`src/rtl/spc_map.svh`:
```
// Register offsets, control bit positions, reset values and timing counts
// of the serial port; included by the bench and the port module.
// Assumes byte addresses on an 8-bit register address bus.
`ifndef SPC_MAP_SVH
`define SPC_MAP_SVH
`define SPC_STA_OFS 8'h00
`define SPC_RX_OFS 8'h04
`define SPC_TX_OFS 8'h08
`define SPC_DIV_OFS 8'h0C
`define SPC_CTL_OFS 8'h10
`define SPC_IST_OFS 8'h14
`define SPC_ICLR_OFS 8'h18
`define SPC_IEN_OFS 8'h1C
`define SPC_CTL_EN 0
`define SPC_CTL_MST 1
`define SPC_CTL_CPHA 2
`define SPC_CTL_CPOL 3
`define SPC_CTL_LSB 5
`define SPC_CTL_TXIM 6
`define SPC_CTL_UNZ 7
`define SPC_CTL_OVW 8
`define SPC_CTL_SSEN 9
`define SPC_CTL_SOE 10
`define SPC_CTL_LOOP 11
`define SPC_CTL_CONT 12
`define SPC_CTL_RST 16'h0000
`define SPC_DIV_RST 8'h1B
`define SPC_EV_XFER 0
`define SPC_EV_OVF 1
`define SPC_EV_UNF 2
`define SPC_EV_DONE 3
`define SPC_CLK_NS 5
`define SPC_STALL_NS 40
`define SPC_STALL_CYC ((`SPC_STALL_NS + `SPC_CLK_NS - 1) / `SPC_CLK_NS)
`endif

```
`src/rtl/spc_pkg.sv`:
```
// Types shared by the serial port logic.
// Assumes the constants header sits beside it.
package spc_pkg;
    // Serial engine state, one-hot
    typedef enum logic [2:0] {
        SPC_IDLE = 3'h1,
        SPC_SHIFT = 3'h2,
        SPC_STALL = 3'h4
    } spc_state_t;
endpackage

```
`src/rtl/spc_port.sv`:
```
// Serial peripheral port: register file, master clock divider,
// master and slave shift engine, status and interrupt logic.
// Assumes one core clock; serial pins arrive asynchronous.
//
// Decided for this implementation: strobed register access and the address map.
`timescale 1ns/1ps
`include "spc_map.svh"
module spc_port import spc_pkg::*; #(
    parameter int STALL_CYC = `SPC_STALL_CYC
) (
    input wire logic mclk,
    input wire logic rst_b,
    input wire logic [7:0] addr,
    input wire logic [15:0] wdata,
    input wire logic wr,
    input wire logic rd,
    output logic [15:0] rdata,
    output logic irq,
    input wire logic sclk_i,
    output logic sclk_o,
    output logic sclk_oe,
    input wire logic mosi_i,
    output logic mosi_o,
    output logic mosi_oe,
    input wire logic miso_i,
    output logic miso_o,
    output logic miso_oe,
    input wire logic cs_b_i,
    output logic cs_b_o,
    output logic cs_b_oe
);
    // Software registers
    logic [15:0] ctl; // Control
    logic [7:0] div; // Bit-rate divider
    logic [7:0] tx; // Transmit holding
    logic tx_full; // Transmit holding valid
    logic tx_unf; // Transmit underflow status
    logic [7:0] rx; // Receive holding
    logic rx_full; // Receive holding valid
    logic rx_ovf; // Receive overflow status
    logic rd_trig; // Pending read-started transfer
    logic [3:0] ist; // Sticky event status
    logic [3:0] ien; // Event enables
    // Synchronisers
    logic sclk_s1, sclk_s2, sclk_s3;
    logic cs_s1, cs_s2;
    logic mosi_s1, mosi_s2;
    logic miso_s1, miso_s2;
    // Engine
    spc_state_t st; // Engine state
    logic [7:0] divcnt; // Half-period counter
    logic [3:0] half; // Master clock edge count in byte
    logic [2:0] bits; // Samples taken in byte
    logic [7:0] sh; // Transmit shifter
    logic [7:0] next_sh; // Shifter next value
    logic [7:0] rsh; // Receive shifter
    logic [7:0] prev; // Last byte sent
    logic first; // Phase-1 first launch pending
    logic need_load; // Slave: next launch loads new byte
    logic [7:0] stcnt; // Stall counter
    logic [3:0] samp_seen; // Samples since last byte load, for the length check
    logic sclk_q; // Master clock level
    logic dout; // Serial data out
    // Control aliases
    logic en, mst, cpha, cpol, lsb;
    assign en = ctl[`SPC_CTL_EN];
    assign mst = ctl[`SPC_CTL_MST];
    assign cpha = ctl[`SPC_CTL_CPHA];
    assign cpol = ctl[`SPC_CTL_CPOL];
    assign lsb = ctl[`SPC_CTL_LSB];
    // Bus decode strobes
    logic wr_tx, rd_rx;
    assign wr_tx = wr && (addr == `SPC_TX_OFS);
    assign rd_rx = rd && (addr == `SPC_RX_OFS);

    // Two-flop synchronisers for the pins; third sclk flop finds edges
    always_ff @(posedge mclk or negedge rst_b) begin
        if (!rst_b) begin
            sclk_s1 <= 1'b0;
            sclk_s2 <= 1'b0;
            sclk_s3 <= 1'b0;
            cs_s1 <= 1'b1;
            cs_s2 <= 1'b1;
            mosi_s1 <= 1'b0;
            mosi_s2 <= 1'b0;
            miso_s1 <= 1'b0;
            miso_s2 <= 1'b0;
        end else begin
            sclk_s1 <= sclk_i;
            sclk_s2 <= sclk_s1;
            sclk_s3 <= sclk_s2;
            cs_s1 <= cs_b_i;
            cs_s2 <= cs_s1;
            mosi_s1 <= mosi_i;
            mosi_s2 <= mosi_s1;
            miso_s1 <= miso_i;
            miso_s2 <= miso_s1;
        end
    end

    // Edge and event decode
    logic tick, m_edge, lead, trail, samp, launch, din, byte_done;
    logic m_end, m_go, s_go, cont_go, load;
    logic s_act, s_edge, deliver, ovf_ev, unf_ev;
    logic [7:0] rx_next, next_byte;
    assign tick = (divcnt == div);
    assign m_edge = mst && (st == SPC_SHIFT) && tick;
    assign s_act = !mst && (st == SPC_SHIFT);
    assign s_edge = s_act && (sclk_s2 != sclk_s3);
    // Leading edge leaves the idle level, trailing returns to it
    assign lead = (m_edge && !half[0]) || (s_edge && (sclk_s2 != cpol));
    assign trail = (m_edge && half[0]) || (s_edge && (sclk_s2 == cpol));
    assign samp = cpha ? trail : lead;
    assign launch = cpha ? lead : trail;
    assign din = ctl[`SPC_CTL_LOOP] ? dout : (mst ? miso_s2 : mosi_s2);
    assign byte_done = samp && (bits == 3'h7);
    assign rx_next = lsb ? {din, rsh[7:1]} : {rsh[6:0], din};
    assign m_end = m_edge && (half == 4'hF);
    // Start condition per trigger mode
    assign m_go = en && mst && (ctl[`SPC_CTL_TXIM] ? tx_full : rd_trig);
    assign s_go = en && !mst && !cs_s2;
    assign cont_go = en && ctl[`SPC_CTL_CONT] && tx_full;
    assign load = ((st == SPC_IDLE) && (m_go || s_go)) || (m_end && cont_go)
        || (s_act && launch && need_load);
    assign unf_ev = load && !tx_full;
    assign next_byte = tx_full ? tx : (ctl[`SPC_CTL_UNZ] ? 8'h00 : prev);
    assign deliver = byte_done && (!rx_full || ctl[`SPC_CTL_OVW] || rd_rx);
    assign ovf_ev = byte_done && rx_full && !rd_rx;

    // Engine state sequencing
    always_ff @(posedge mclk or negedge rst_b) begin
        if (!rst_b) begin
            st <= SPC_IDLE;
        end else if (!en) begin
            st <= SPC_IDLE;
        end else begin
            case (st)
                SPC_IDLE: begin
                    if (m_go || s_go) begin
                        st <= SPC_SHIFT;
                    end
                end
                SPC_SHIFT: begin
                    if (mst && m_end) begin
                        st <= cont_go ? SPC_SHIFT : SPC_STALL;
                    end else if (!mst && cs_s2) begin
                        st <= SPC_IDLE;
                    end
                end
                SPC_STALL: begin
                    if (stcnt == 8'(STALL_CYC - 1)) begin
                        st <= SPC_IDLE;
                    end
                end
                default: begin
                    st <= SPC_IDLE;
                end
            endcase
        end
    end

    // Counters: half period, clock edges, samples, stall
    always_ff @(posedge mclk or negedge rst_b) begin
        if (!rst_b) begin
            divcnt <= 8'h00;
            half <= 4'h0;
            bits <= 3'h0;
            stcnt <= 8'h00;
            samp_seen <= 4'h0;
        end else begin
            samp_seen <= load ? 4'h0 : samp_seen + {3'h0, samp};
            divcnt <= (st != SPC_SHIFT || tick) ? 8'h00 : divcnt + 8'h01;
            half <= (st != SPC_SHIFT) ? 4'h0 : (m_edge ? half + 4'h1 : half);
            if (load) begin
                bits <= 3'h0;
            end else if (samp) begin
                bits <= bits + 3'h1;
            end
            stcnt <= (st == SPC_STALL) ? stcnt + 8'h01 : 8'h00;
        end
    end

    // Shifter next value: load, hold first bit, or shift
    always_comb begin
        next_sh = sh;
        if (load) begin
            next_sh = next_byte;
        end else if (launch && !first) begin
            next_sh = lsb ? {1'b0, sh[7:1]} : {sh[6:0], 1'b0};
        end
    end

    // Transmit and receive shifters
    always_ff @(posedge mclk or negedge rst_b) begin
        if (!rst_b) begin
            sh <= 8'h00;
            dout <= 1'b0;
            prev <= 8'h00;
            first <= 1'b0;
            need_load <= 1'b0;
            rsh <= 8'h00;
        end else begin
            sh <= next_sh;
            dout <= lsb ? next_sh[0] : next_sh[7];
            if (load) begin
                prev <= next_byte;
                first <= cpha;
                need_load <= 1'b0;
            end else begin
                if (launch) begin
                    first <= 1'b0;
                end
                if (byte_done && !mst) begin
                    need_load <= 1'b1;
                end
            end
            if (samp) begin
                rsh <= rx_next;
            end
            if (st == SPC_IDLE) begin
                need_load <= 1'b0;
            end
        end
    end

    // Pin drivers and enables
    always_ff @(posedge mclk or negedge rst_b) begin
        if (!rst_b) begin
            sclk_q <= 1'b0;
            sclk_oe <= 1'b0;
            mosi_oe <= 1'b0;
            miso_oe <= 1'b0;
            cs_b_o <= 1'b1;
            cs_b_oe <= 1'b0;
        end else begin
            if (!mst || st != SPC_SHIFT) begin
                sclk_q <= cpol;
            end else if (m_edge) begin
                sclk_q <= ~sclk_q;
            end
            sclk_oe <= en && mst;
            mosi_oe <= en && mst;
            miso_oe <= en && !mst && ctl[`SPC_CTL_SOE] && !cs_s2;
            cs_b_o <= !(mst && st == SPC_SHIFT);
            cs_b_oe <= en && mst && ctl[`SPC_CTL_SSEN];
        end
    end
    assign sclk_o = sclk_q;
    assign mosi_o = dout;
    assign miso_o = dout;

    // Software registers and holding flags; hardware sets win
    always_ff @(posedge mclk or negedge rst_b) begin
        if (!rst_b) begin
            ctl <= `SPC_CTL_RST;
            div <= `SPC_DIV_RST;
            tx <= 8'h00;
            tx_full <= 1'b0;
            tx_unf <= 1'b0;
            rx <= 8'h00;
            rx_full <= 1'b0;
            rx_ovf <= 1'b0;
            rd_trig <= 1'b0;
            ien <= 4'h0;
        end else begin
            if (wr && addr == `SPC_CTL_OFS) begin
                ctl <= wdata;
            end
            if (wr && addr == `SPC_DIV_OFS) begin
                div <= wdata[7:0];
            end
            if (wr && addr == `SPC_IEN_OFS) begin
                ien <= wdata[3:0];
            end
            // Transmit holding: load empties, write refills
            if (load) begin
                tx_full <= 1'b0;
            end
            if (wr_tx) begin
                tx <= wdata[7:0];
                tx_full <= 1'b1;
            end
            tx_unf <= (tx_unf && !wr_tx) || unf_ev;
            // Receive holding
            if (deliver) begin
                rx <= rx_next;
            end
            rx_full <= (rx_full && !rd_rx) || deliver;
            rx_ovf <= (rx_ovf && !rd_rx) || ovf_ev;
            // Read-started transfer request
            if (st == SPC_IDLE && m_go) begin
                rd_trig <= 1'b0;
            end
            if (rd_rx && en && mst && !ctl[`SPC_CTL_TXIM]) begin
                rd_trig <= 1'b1;
            end
        end
    end

    // Sticky events, write-one clear, enabled level interrupt
    logic [3:0] ev;
    always_comb begin
        ev = 4'h0;
        ev[`SPC_EV_XFER] = ctl[`SPC_CTL_TXIM] ? (load && tx_full) : deliver;
        ev[`SPC_EV_OVF] = ovf_ev;
        ev[`SPC_EV_UNF] = unf_ev;
        ev[`SPC_EV_DONE] = byte_done;
    end
    always_ff @(posedge mclk or negedge rst_b) begin
        if (!rst_b) begin
            ist <= 4'h0;
            irq <= 1'b0;
        end else begin
            ist <= (ist & ~((wr && addr == `SPC_ICLR_OFS) ? wdata[3:0] : 4'h0)) | ev;
            irq <= |(ist & ien);
        end
    end

    // Read data, valid only in the cycle after the read strobe
    always_ff @(posedge mclk or negedge rst_b) begin
        if (!rst_b) begin
            rdata <= 16'h0000;
        end else if (rd) begin
            case (addr)
                `SPC_STA_OFS: rdata <= {10'h000, rx_ovf, rx_ovf | rx_full, rx_full,
                    tx_unf, !tx_full | tx_unf, tx_full};
                `SPC_RX_OFS: rdata <= {8'h00, rx};
                `SPC_DIV_OFS: rdata <= {8'h00, div};
                `SPC_CTL_OFS: rdata <= ctl;
                `SPC_IST_OFS: rdata <= {12'h000, ist};
                `SPC_IEN_OFS: rdata <= {12'h000, ien};
                default: rdata <= 16'h0000;
            endcase
        end else begin
            rdata <= 16'h0000;
        end
    end

    // Checks
    disable_idle_a: assert property (@(posedge mclk) disable iff (!rst_b)
        !en |=> st == SPC_IDLE) else $error("engine not idle while disabled");
    idle_clock_a: assert property (@(posedge mclk) disable iff (!rst_b)
        (st == SPC_IDLE) ##1 (st == SPC_IDLE) |=> sclk_o == $past(cpol))
        else $error("serial clock not at idle level");
    master_drive_a: assert property (@(posedge mclk) disable iff (!rst_b)
        sclk_oe |-> $past(en && mst)) else $error("clock driven outside master role");
    slave_out_a: assert property (@(posedge mclk) disable iff (!rst_b)
        miso_oe |-> $past(ctl[`SPC_CTL_SOE] && !mst)) else $error("slave output not gated");
    select_oe_a: assert property (@(posedge mclk) disable iff (!rst_b)
        cs_b_oe |-> $past(ctl[`SPC_CTL_SSEN] && mst)) else $error("select driven without enable");
    discard_new_a: assert property (@(posedge mclk) disable iff (!rst_b)
        byte_done && rx_full && !rd_rx && !ctl[`SPC_CTL_OVW] |=> rx == $past(rx))
        else $error("held byte overwritten");
    zero_fill_a: assert property (@(posedge mclk) disable iff (!rst_b)
        load && !tx_full && ctl[`SPC_CTL_UNZ] |=> sh == 8'h00) else $error("underflow byte not zero");
    write_start_a: assert property (@(posedge mclk) disable iff (!rst_b)
        st == SPC_IDLE && en && mst && ctl[`SPC_CTL_TXIM] && tx_full |=> st == SPC_SHIFT ##1 !cs_b_o)
        else $error("write did not start transfer");
    back_to_back_a: assert property (@(posedge mclk) disable iff (!rst_b)
        st == SPC_SHIFT && mst && m_end && cont_go |=> st == SPC_SHIFT && !cs_b_o)
        else $error("continuous transfer broke");
    stall_gap_a: assert property (@(posedge mclk) disable iff (!rst_b)
        $fell(st == SPC_STALL) && $past(en) |-> $past(stcnt) == 8'(STALL_CYC - 1))
        else $error("stall period wrong");
    eight_bits_a: assert property (@(posedge mclk) disable iff (!rst_b)
        m_end |-> samp_seen + {3'h0, samp} == 4'h8)
        else $error("byte not eight samples");
endmodule // spc_port
```
`config.mk`:
```
export PLATFORM = sky130hd
export DESIGN_NAME = spc_port
export DESIGN_NICKNAME = d
export VERILOG_FILES = /design/src/rtl/spc_pkg.sv /design/src/rtl/spc_port.sv
export VERILOG_INCLUDE_DIRS = /design/src /design/src/rtl
export SDC_FILE = /design/constraint.sdc
export NUM_CORES = 1
export LEC_CHECK = 0
export BUFFER_PORTS_ARGS = -buffer_cell sky130_fd_sc_hd__buf_2
export CAP_MARGIN = 10
export CORE_AREA = 2 2 163 117
export CTS_CLUSTER_SIZE = 40
export DETAILED_ROUTE_END_ITERATION = 10
export DIE_AREA = 0 0 165 119
export GPL_TIMING_DRIVEN = 0
export SLEW_MARGIN = 5
export SYNTH_ARGS = -nofsm -noshare
export SYNTH_HDL_FRONTEND = slang
export SYNTH_SLANG_ARGS = --single-unit
```
`constraint.sdc`:
```
create_clock -name mclk -period 4.39 [get_ports mclk]
set_input_delay 1.0975 -clock mclk [delete_from_list [all_inputs] [get_ports mclk]]
set_output_delay 1.0975 -clock mclk [all_outputs]
set_load 0.03 [all_outputs]
```
==> results of run 1 <==
-- where the power goes --
group          internal [mW]  switching [mW]  total (mW)
registers               1.36          0.0731        1.43
logic                  0.157           0.222       0.379
clock network          0.985           0.565        1.55
-- logic make-up after synthesis --
logic type,count (synthesis)
simple gates,158
flops,137
compound gates,90
mux,78
buf+inv,29
xor+xnor,25
fa+ha+maj,5
-- sequential cells by signal, summed over array words and instances (netlist names), 3 cells and up --
signal,flops
ist,4
rsh,8
rdata,16
half,4
rx,8
ien,4
bits,3
ctl,16
div,8
divcnt,8
stcnt,8
tx,8
st,3
sh,8
prev,8
-- critical path, cell delays in order --
cell and delay (ns):
sky130_fd_sc_hd__buf_2 0.10, sky130_fd_sc_hd__nor3_1 0.32, sky130_fd_sc_hd__nand2_1 0.21, sky130_fd_sc_hd__nor4_4 0.50
sky130_fd_sc_hd__nand2_2 0.26, sky130_fd_sc_hd__buf_2 0.29, sky130_fd_sc_hd__mux2_2 0.31
-- worst min path at each step --
stage | from | endpoint | slack, ns | depth (start not counted)
3_5_place_dp | sclk_s1$_DFF_PN0_ | sclk_s2$_DFF_PN0_ | 0.34 | 0
2_1_floorplan | miso_s1$_DFF_PN0_ | miso_s2$_DFF_PN0_ | 0.33 | 0
5_1_grt | sclk_s1$_DFF_PN0_ | sclk_s2$_DFF_PN0_ | 0.36 | 0
4_1_cts | sclk_s1$_DFF_PN0_ | sclk_s2$_DFF_PN0_ | 0.35 | 0
3_3_place_gp | sclk_s1$_DFF_PN0_ | sclk_s2$_DFF_PN0_ | 0.34 | 0
6_report | sclk_s1$_DFF_PN0_ | sclk_s2$_DFF_PN0_ | 0.35 | 0
-- layout make-up --
cell class	count	share of cell area, %
inverters	9	0.450
flip-flops and latches	137	45.8
clock inverters	13	2.55
multi-input cells	356	35.7
clock buffers	19	6.03
well taps	242	4.03
plain buffers	20	1.30
repair buffers	57	4.18
-- metrics by stage --
step / power, mW / setup WS [ns]
after floorplan: 1.68 / 1.71
after global placement: 1.81 / 0.421
after detailed placement: 1.83 / 1.16
after CTS: 3.39 / 1.60
after global routing: 3.51 / 1.41
final: 3.36 / 1.61
-- Yosys cell counts (6+ instances only) --
master / n / area share [%]
sky130_fd_sc_hd__a21oi_1: 9 / 0.72
sky130_fd_sc_hd__a21oi_2: 7 / 0.98
sky130_fd_sc_hd__a22oi_1: 21 / 2.5
sky130_fd_sc_hd__a32o_1: 6 / 0.96
sky130_fd_sc_hd__and3_1: 17 / 1.7
sky130_fd_sc_hd__buf_2: 6 / 0.48
sky130_fd_sc_hd__clkbuf_1: 11 / 0.66
sky130_fd_sc_hd__dfrtp_1: 129 / 52
sky130_fd_sc_hd__dfstp_2: 8 / 3.4
sky130_fd_sc_hd__inv_1: 9 / 0.54
sky130_fd_sc_hd__mux2_2: 63 / 11
sky130_fd_sc_hd__mux2i_1: 15 / 2.4
sky130_fd_sc_hd__nand2_1: 34 / 2.0
sky130_fd_sc_hd__nand3_1: 21 / 1.7
sky130_fd_sc_hd__nor2_1: 33 / 2.0
sky130_fd_sc_hd__nor3_1: 7 / 0.56
sky130_fd_sc_hd__o21ai_0: 14 / 1.1
sky130_fd_sc_hd__xnor2_1: 16 / 2.2
sky130_fd_sc_hd__xor2_1: 9 / 1.3
-- routing by layer --
layer,track usage (%),vias up,share of wire (%),wire [µm]
li1,-,2072,-,-
met1,25.4,2330,49,7740
met2,24.4,181,42,6720
met3,5.29,16,8.0,1280
met4,4.46,0,1.0,162
met5,0,-,0,0
==> run summary, run 1 <==
Result of the run: finished, final reports clean
Number of fill cells in the layout: 1708
Non-filler instance count after layout: 853
Global-route usage over all layers: 17.2%
Minimum hold slack: 0.350 ns
Achievable frequency: 0.359 GHz
Kind of critical path: primary input to flip-flop
Maximum number of pins on one net before global-route repair: 98
Vias in the first global route: 4607
Reg2reg start: ctl[1]$_DFFE_PN0P_
Number of hold violations in the final report: 0
Antenna diode instance count: 0
Area of the die: 19600 µm²
Synthesized Nets: 559
Fraction of the mapped netlist area in compound gates: 10.7%
Number of top-level pins: 57
Final Cell Area: 7510 µm²
Critical Path Start: addr[5]
TritonCTS Buffers: 17
Mapped cell area: 6250 µm²
Layout overhead on the synthesized area: 20.2%
Clock edge transition at the registers on the reported setup and hold paths: 0.06 ns
Share of synthesized registers carrying an async set or reset: 100%
Share of cell area taken by muxes after synthesis: 13.7%
Clock tree from TritonCTS: built
Chip Height: 119 µm
Avg Synthesized Cell Area: 12.0 µm²
Drt wl/cell: 18.6 µm
Die width: 165 µm
Root Driver: sky130_fd_sc_hd__clkbuf_16
Total negative slack: 0 ns
Number of violations reported at the end of detailed-routing iteration 0: 510
Setup Buffers After CTS: 0
Row Count: 42
EDFF count, synth: 0
Warnings, synthesis: 0
Unrepaired setup endpoints after global routing: false
DPL Wire Length: 11.6 mm
Pin slew with the least headroom to its limit: 1.01 ns
Largest fanout of any net on the critical path: 10
Buffers on Ports: 56
Count of max-cap constraint violations: 0
Simple-gate share of the synthesized area: 14.0%
Number of routed nets with antenna violations: 0
Number of buffers between clock root and the deepest sink: 2
Final Max Slew Viols: 0
Worst-case vdd ir drop: 0.269 mV
Count of clock tree sinks: 137
Slack of the worst reg-to-reg path: 1.66 ns
Via Count: 4599
Post-cts resize count: 0
Combinational family with the most area after synthesis: simple AND/OR/NAND/NOR gates
Reg-to-Reg End: sh[7]$_DFF_PN0_
Critical Path Source Type: primary input
Antenna violations before repair: 0
Ratio of total power to cell area: 447 nW/µm²
Post-Synth Adder-Cell Area: 1.00%
XOR/XNOR share of the synthesized area: 3.50%
Static power due to leakage: 3.42 nW
Kind of path behind the tightest hold check: flip-flop to flip-flop
Final setup violation count: 0
Number of nets in the layout: 635
Post-detailed-route DRC marker count: 0
Worst max-slew margin expressed relative to the limit: 32.2%
Ys flop type: sky130_fd_sc_hd__dfrtp_1
Worst skew pair latency: 0.42 ns
Congestion Overflow GR: 0
Fraction of final layout cells with drive strength greater than 1: 32.2%
# placed instances: 821
Via/cell ratio: 5.39
H-Tree Level Count: 4
Number of buffers inserted by hold repair at cts: 0
Std-Cell Core Area: 18300 µm²
Share of the cycle needed by the critical path after routing: 63.4%
Multi-input gate area in the final layout: 2680 µm²
Portion of the post-synthesis area used by sequential elements: 55.0%
Sequential Area: 3440 µm²
Routed wire length: 15.9 mm
Synthesized instance count: 522
Core occupancy in the finished layout: 41.0%
Commonest non-fill, non-tap cell in the layout: sky130_fd_sc_hd__dfrtp_1
Wire length of the first global-routing pass: 25.3 mm
Worst Path Required: 4.70 ns
Distinct cells, synth: 66
Worst r2r path cells: 6
Crit path capture: ctl[7]$_DFFE_PN0P_
Critical Path End Type: flip-flop
Gpl congestion: 0.838
Starting density of the core: 34.1%
Post-DP Area: 6870 µm²
Seq cells post-synth: 137
Most frequent cells in the layout: sky130_fd_sc_hd__dfrtp_1 (129), sky130_fd_sc_hd__mux2_2 (63), sky130_fd_sc_hd__buf_2 (61)
Worst clock skew on the final layout: 0.00684 ns
Minimum clock period: 2.78 ns
First-pass DRT Iterations: 6
Arrival time worst endpoint: 3.09 ns
Power figures use the tool's default switching activity.
==> run 2, diff against run 1 <==
Clock period 4.39 ns to 2.25 ns, I/O delays scaled along.
==> run 2 against run 1 <==
Net effect: the run now ends with negative setup slack left; utilization up 2.1 points; die area unchanged; critical path depth is the same; non-clock buffer count rose by 13; flip-flop and latch count did not move; power up 98%; critical endpoint is now sh[4]$_DFFE_PN0P_.
==> run summary, run 2 (synthesis results as in run 1) <==
Final Max Slew Viols: 0 (unchanged)
Maximum number of pins on one net before global-route repair: 98 (unchanged)
Arrival time worst endpoint: 2.62 ns (was 3.09 ns)
Drt wl/cell: 18.9 µm (was 18.6 µm)
Achievable frequency: 0.432 GHz
Buffers plus inverters on the worst setup path: 1 (was 2)
Number of buffers between clock root and the deepest sink: 2 (unchanged)
Via Count: 4710 (was 4599)
Post-route setup slack: -0.0646 ns (was 1.61 ns)
Critical Path Source Type: flip-flop (was primary input)
Number of violations reported at the end of detailed-routing iteration 0: 420 (was 510)
Die width: 165 µm (unchanged)
Worst-case vdd ir drop: 0.533 mV (was 0.269 mV)
Gpl congestion: 0.838 (unchanged)
Highest Signal Layer: met4 (unchanged)
Most frequent cells in the layout: sky130_fd_sc_hd__dfrtp_1 (127), sky130_fd_sc_hd__mux2_2 (63), sky130_fd_sc_hd__buf_2 (59) (was sky130_fd_sc_hd__dfrtp_1 (129), sky130_fd_sc_hd__mux2_2 (63), sky130_fd_sc_hd__buf_2 (61))
Std-Cell Core Area: 18300 µm² (unchanged)
Commonest non-fill, non-tap cell in the layout: sky130_fd_sc_hd__dfrtp_1 (unchanged)
H-Tree Level Count: 4 (unchanged)
Antenna violations before repair: 0 (unchanged)
Root Driver: sky130_fd_sc_hd__clkbuf_16 (unchanged)
Pin slew with the least headroom to its limit: 0.649 ns (was 1.01 ns)
Global-route usage over all layers: 17.5% (was 17.2%)
Final Cell Area: 7910 µm² (was 7510 µm²)
Buffers on Ports: 56 (unchanged)
Total power after layout: 6.65 mW (was 3.36 mW)
Number of hold violations in the final report: 0 (unchanged)
Vias in the first global route: 4664 (was 4607)
Pre-CTS worst setup slack: -0.444 ns (was 1.16 ns)
Clock edge transition at the registers on the reported setup and hold paths: 0.06 ns (about the same)
Number of routed nets with antenna violations: 0 (unchanged)
Peak per-stage delay on the critical path: 0.60 ns (was 0.50 ns)
Worst clock skew on the final layout: 0.00991 ns (was 0.00684 ns)
Layout overhead on the synthesized area: 26.5% (was 20.2%)
Count of clock tree sinks: 137 (unchanged)
Minimum clock period: 2.31 ns
Congestion Overflow GR: 0 (unchanged)
Critical Path End Type: flip-flop (unchanged)
Largest fanout of any net on the critical path: 5 (was 10)
Metal-1 WL: 7.76 mm (was 7.74 mm)
DPL Wire Length: 11.6 mm (unchanged)
Post-detailed-route DRC marker count: 0 (unchanged)
Kind of critical path: flip-flop to flip-flop (was primary input to flip-flop)
Worst max-slew margin expressed relative to the limit: 56.7% (was 32.2%)
Via/cell ratio: 5.44 (was 5.39)
Share of the cycle needed by the critical path after routing: 103%
Starting density of the core: 34.1% (unchanged)
Static power due to leakage: 3.57 nW (was 3.42 nW)
Regs by FF count: ctl (16), rdata (16) (unchanged)
Minimum hold slack: 0.0560 ns (was 0.350 ns)
Final setup violation count: 11 (was 0)
Area of the die: 19600 µm² (unchanged)
Met2 routed wirelength: 7.01 mm (was 6.72 mm)
Count of max-cap constraint violations: 0 (unchanged)
Number of buffers inserted by hold repair at cts: 0 (unchanged)
TritonCTS Buffers: 17 (unchanged)
Fraction of final layout cells with drive strength greater than 1: 39.1% (was 32.2%)
Routed wire length: 16.3 mm (was 15.9 mm)
Met3 layer wire length in the routed design: 1.38 mm (was 1.28 mm)
Cell at the slowest stage of the critical path: sky130_fd_sc_hd__dfstp_2 (was sky130_fd_sc_hd__nor4_4)
Ratio of total power to cell area: 841 nW/µm² (was 447 nW/µm²)
Worst Path Required: 2.55 ns (was 4.70 ns)
Kind of path behind the tightest hold check: primary input to asynchronous set/reset pin (was flip-flop to flip-flop)
Number of top-level pins: 57 (unchanged)
First-pass DRT Iterations: 5 (was 6)
Wire length of the first global-routing pass: 25.8 mm (was 25.3 mm)
Number of nets in the layout: 648 (was 635)
Unrepaired setup endpoints after global routing: true (was false)
Cells along the critical path: xnor2_4 -> nand4_4 -> or4_4 -> a21oi_4 -> buf_6 -> mux2i_2 -> a21oi_2 (was buf_2 -> nor3_1 -> nand2_1 -> nor4_4 -> nand2_2 -> buf_2 -> mux2_2)
Failing checks: negative setup slack
Result of the run: complete, but fails checks (was finished, final reports clean)
Chip Height: 119 µm (unchanged)
Gate family responsible for the most delay along the worst path: simple AND/OR/NAND/NOR gates (unchanged)
Antenna diode instance count: 0 (unchanged)
Clock tree from TritonCTS: built (unchanged)
Worst skew pair latency: 0.42 ns (about the same)
Row Count: 42 (unchanged)
Post-DP Area: 6870 µm² (unchanged)
[run 2: cell types whose count changed in the layout (fill, tap and decap cells not counted), sizes merged]
cell    before  now
buf         66   81
clkbuf      30   28
[run 2: cell type report]
class / count / area [µm²]
Inverter: 9 / 33.8
Tap cell: 242 / 303
Buffer: 18 / 96.3
Clock buffer: 19 / 453
Multi-Input combinational cell: 356 / 2930
Sequential cell: 137 / 3440
Timing Repair Buffer: 72 / 455
Clock inverter: 13 / 191
Fill cell: 1683 / 10400
[run 2: timing repair]
action,4_1_cts,5_1_grt
setup buffers,8,6
cloned,1,0
pin swaps,7,11
resized for setup,27,22
endpoints found under the setup margin,44,63
[run 2: worst paths after layout]
path	endpoint	slack, ns	cells after the start	start
worst max-delay path	sh[4]$_DFFE_PN0P_	-0.06	7	div[4]$_DFFE_PN1P_
worst min-delay path	rdata[11]$_DFF_PN0_	0.06	1	rst_b
worst max register to register	sh[4]$_DFFE_PN0P_	-0.06	7	div[4]$_DFFE_PN1P_
worst min register to register	sclk_s2$_DFF_PN0_	0.35	0	sclk_s1$_DFF_PN0_
max in group asynchronous	div[6]$_DFFE_PN0P_	1.37	2	rst_b
min in group mclk	cs_s1$_DFF_PN1_	0.24	1	cs_b_i
[run 2: power by group]
group	internal (mW)	switching, mW
registers	2.65	0.186
clock network	1.92	1.09
logic	0.355	0.443
total	4.93	1.72
[run 2: per-layer routing]
metal,vias to the layer above,track usage (%)
met5,-,0
met4,0,4.84
met3,17,5.64
met2,206,24.7
met1,2388,25.8
li1,2099,-
[run 2: stage by stage]
step | utilization [%] | instances | TNS [ns]
after floorplan | - | 522 | 0
after global routing | 43.1 | 866 | -2.08
after global placement | 37.3 | 820 | -171.08
after CTS | 42.3 | 861 | 0
final | 43.1 | 866 | -0.262
after detailed placement | 37.5 | 821 | -20.20
[run 2: worst register-to-register path, cell delays in order (launching register included)]
cell	delay, ns
sky130_fd_sc_hd__dfstp_2	0.60
sky130_fd_sc_hd__xnor2_4	0.15
sky130_fd_sc_hd__nand4_4	0.22
sky130_fd_sc_hd__or4_4	0.52
sky130_fd_sc_hd__a21oi_4	0.19
sky130_fd_sc_hd__buf_6	0.18
sky130_fd_sc_hd__mux2i_2	0.26
sky130_fd_sc_hd__a21oi_2	0.07
==> run 3, diff against run 2 <==
Settings changed: SKIP_CTS_REPAIR_TIMING from default to 1.
==> run 3 against run 2 <==
Net effect: the run still ends with negative setup slack left; register-to-register slack got worse by 0.03 ns; critical endpoint unchanged; critical path depth did not move; sequential power barely moved; routed wire length rose by 0.17%.
==> run summary, run 3 (synthesis results as in run 1) <==
DPL Wire Length: 11.6 mm (unchanged)
Worst clock skew on the final layout: 0.00793 ns (was 0.00991 ns)
Highest Signal Layer: met4 (unchanged)
Count of clock tree sinks: 137 (unchanged)
Root Driver: sky130_fd_sc_hd__clkbuf_16 (unchanged)
Result of the run: complete, but fails checks (unchanged)
Static power due to leakage: 3.58 nW (was 3.57 nW)
Met3 layer wire length in the routed design: 1.26 mm (was 1.38 mm)
Number of top-level pins: 57 (unchanged)
Part of the power in combinational logic: 12.0% (about the same)
Routed wire length: 16.4 mm (was 16.3 mm)
Starting density of the core: 34.1% (unchanged)
Congestion Overflow GR: 0 (unchanged)
Wire length of the first global-routing pass: 25.3 mm (was 25.8 mm)
Worst-case vdd ir drop: 0.521 mV (was 0.533 mV)
# placed instances: 821 (unchanged)
Slack of the worst reg-to-reg path: -0.09 ns (was -0.06 ns)
Clock tree from TritonCTS: built (unchanged)
Unrepaired setup endpoints after global routing: true (unchanged)
Part of the total power dissipated in sequential elements: 42.6% (about the same)
Count of max-cap constraint violations: 0 (unchanged)
Non-filler instance count after layout: 867 (was 866)
Minimum clock period: 2.34 ns (was 2.31 ns)
Via/cell ratio: 5.41 (was 5.44)
Clock edge transition at the registers on the reported setup and hold paths: 0.06 ns (about the same)
Final Max Slew Viols: 0 (unchanged)
Final setup violation count: 8 (was 11)
NetSw: 1.73 mW (was 1.72 mW)
Post-route setup slack: -0.0922 ns (was -0.0646 ns)
Std-Cell Core Area: 18300 µm² (unchanged)
Worst r2r path cells: 7 (unchanged)
Failing checks: negative setup slack (unchanged)
Critical Path Source Type: flip-flop (unchanged)
Layout overhead on the synthesized area: 27.4% (was 26.5%)
Fraction of final layout cells with drive strength greater than 1: 39.7% (was 39.1%)
Reg-to-Reg End: sh[4]$_DFFE_PN0P_ (unchanged)
Global-route usage over all layers: 17.2% (was 17.5%)
Die width: 165 µm (unchanged)
Worst max-slew margin expressed relative to the limit: 56.9% (was 56.7%)
Chip Height: 119 µm (unchanged)
TritonCTS Buffers: 17 (unchanged)
Pre-CTS worst setup slack: -0.444 ns (unchanged)
Arrival time worst endpoint: 2.65 ns (was 2.62 ns)
Metal-1 WL: 7.84 mm (was 7.76 mm)
Antenna violations before repair: 0 (unchanged)
Ratio of total power to cell area: 835 nW/µm² (was 841 nW/µm²)
Gpl congestion: 0.838 (unchanged)
Most frequent cells in the layout: sky130_fd_sc_hd__dfrtp_1 (126), sky130_fd_sc_hd__buf_2 (59), sky130_fd_sc_hd__mux2_2 (52) (was sky130_fd_sc_hd__dfrtp_1 (127), sky130_fd_sc_hd__mux2_2 (63), sky130_fd_sc_hd__buf_2 (59))
Regs by FF count: ctl (16), rdata (16) (unchanged)
Number of hold violations in the final report: 0 (unchanged)
Critical Path Start: div[6]$_DFFE_PN0P_ (was div[4]$_DFFE_PN1P_)
Core occupancy in the finished layout: 43.4% (was 43.1%)
Worst skew pair latency: 0.43 ns (was 0.42 ns)
Row Count: 42 (unchanged)
Critical Path End Type: flip-flop (unchanged)
Area of the die: 19600 µm² (unchanged)
Maximum number of pins on one net before global-route repair: 98 (unchanged)
Number of nets in the layout: 649 (was 648)
Number of violations reported at the end of detailed-routing iteration 0: 494 (was 420)
Reg2reg start: div[6]$_DFFE_PN0P_ (was div[4]$_DFFE_PN1P_)
Largest fanout of any net on the critical path: 5 (unchanged)
Crit path capture: sh[4]$_DFFE_PN0P_ (unchanged)
Worst Path Required: 2.56 ns (was 2.55 ns)
Pin slew with the least headroom to its limit: 0.647 ns (was 0.649 ns)
Kind of path behind the tightest hold check: primary input to asynchronous set/reset pin (unchanged)
Number of fill cells in the layout: 1670 (was 1683)
Sw Share: 26.0% (was 25.9%)
Via Count: 4693 (was 4710)
Vias in the first global route: 4607 (was 4664)
Number of routed nets with antenna violations: 0 (unchanged)
Number of buffers between clock root and the deepest sink: 2 (unchanged)
Drt wl/cell: 18.9 µm (about the same)
Buffers on Ports: 56 (unchanged)
First-pass DRT Iterations: 5 (unchanged)
Internal power of the cells: 4.92 mW (was 4.93 mW)
Antenna diode instance count: 0 (unchanged)
Clock share of power: 45.4% (about the same)
Share of the cycle needed by the critical path after routing: 104% (was 103%)
Met2 routed wirelength: 7.12 mm (was 7.01 mm)
Kind of critical path: flip-flop to flip-flop (unchanged)
H-Tree Level Count: 4 (unchanged)
Commonest non-fill, non-tap cell in the layout: sky130_fd_sc_hd__dfrtp_1 (unchanged)
Post-detailed-route DRC marker count: 0 (unchanged)
Achievable frequency: 0.427 GHz (was 0.432 GHz)
[run 3: layout make-up]
type | count | area [µm²] | area share (%)
Clock inverter | 13 | 191 | 2.40
Sequential cell | 137 | 3440 | 43.2
Tap cell | 242 | 303 | 3.80
Multi-Input combinational cell | 356 | 2990 | 37.5
Buffer | 18 | 96.3 | 1.21
Timing Repair Buffer | 73 | 454 | 5.70
Clock buffer | 19 | 453 | 5.69
Inverter | 9 | 33.8 | 0.424
[run 3: worst min path at each step]
stage / start / end / slack [ns] / cells after the start
finish: rst_b / rdata[11]$_DFF_PN0_ / 0.05 / 1
global route: rst_b / rdata[12]$_DFF_PN0_ / 0.07 / 1
CTS: rst_b / miso_oe$_DFF_PN0_ / 0.05 / 1
detailed placement: sclk_s1$_DFF_PN0_ / sclk_s2$_DFF_PN0_ / 0.34 / 0
global placement: sclk_s1$_DFF_PN0_ / sclk_s2$_DFF_PN0_ / 0.34 / 0
floorplan: rst_b / bits[0]$_DFFE_PN0P_ / 0.27 / 0
[run 3: power by group through the flow]
stage	registers, mW	logic [mW]	clock network, mW
2_1_floorplan	2.79	0.484	0
3_3_place_gp	2.82	0.713	0
3_5_place_dp	2.83	0.740	0
4_1_cts	2.79	0.746	3.08
5_1_grt	2.86	0.873	3.21
6_report	2.83	0.798	3.02
[run 3: per-layer routing]
layer	vias to the layer above	global-route usage, %
met4	0	4.46
met5	-	0
li1	2110	-
met2	173	24.4
met1	2397	25.4
met3	13	5.29
[run 3: metrics by stage]
step | hold WS, ns | power [mW] | setup TNS [ns] | instance area (µm²)
global route | 0.0692 | 6.94 | -2.08 | 7960
global placement | 0.340 | 3.53 | -171.08 | 6840
detailed placement | 0.339 | 3.57 | -20.20 | 6870
floorplan | 0.267 | 3.27 | 0 | 6250
finish | 0.0503 | 6.65 | -0.441 | 7960
CTS | 0.0506 | 6.61 | -9.73 | 7510
[run 3: worst max-delay path, stage by stage (launching register included)]
cell and delay, ns:
sky130_fd_sc_hd__dfrtp_1 0.45, sky130_fd_sc_hd__xnor2_2 0.27, sky130_fd_sc_hd__nand4_4 0.21, sky130_fd_sc_hd__or4_4 0.58, sky130_fd_sc_hd__a21oi_4 0.19, sky130_fd_sc_hd__buf_6 0.18
sky130_fd_sc_hd__mux2i_2 0.25, sky130_fd_sc_hd__a21oi_2 0.07
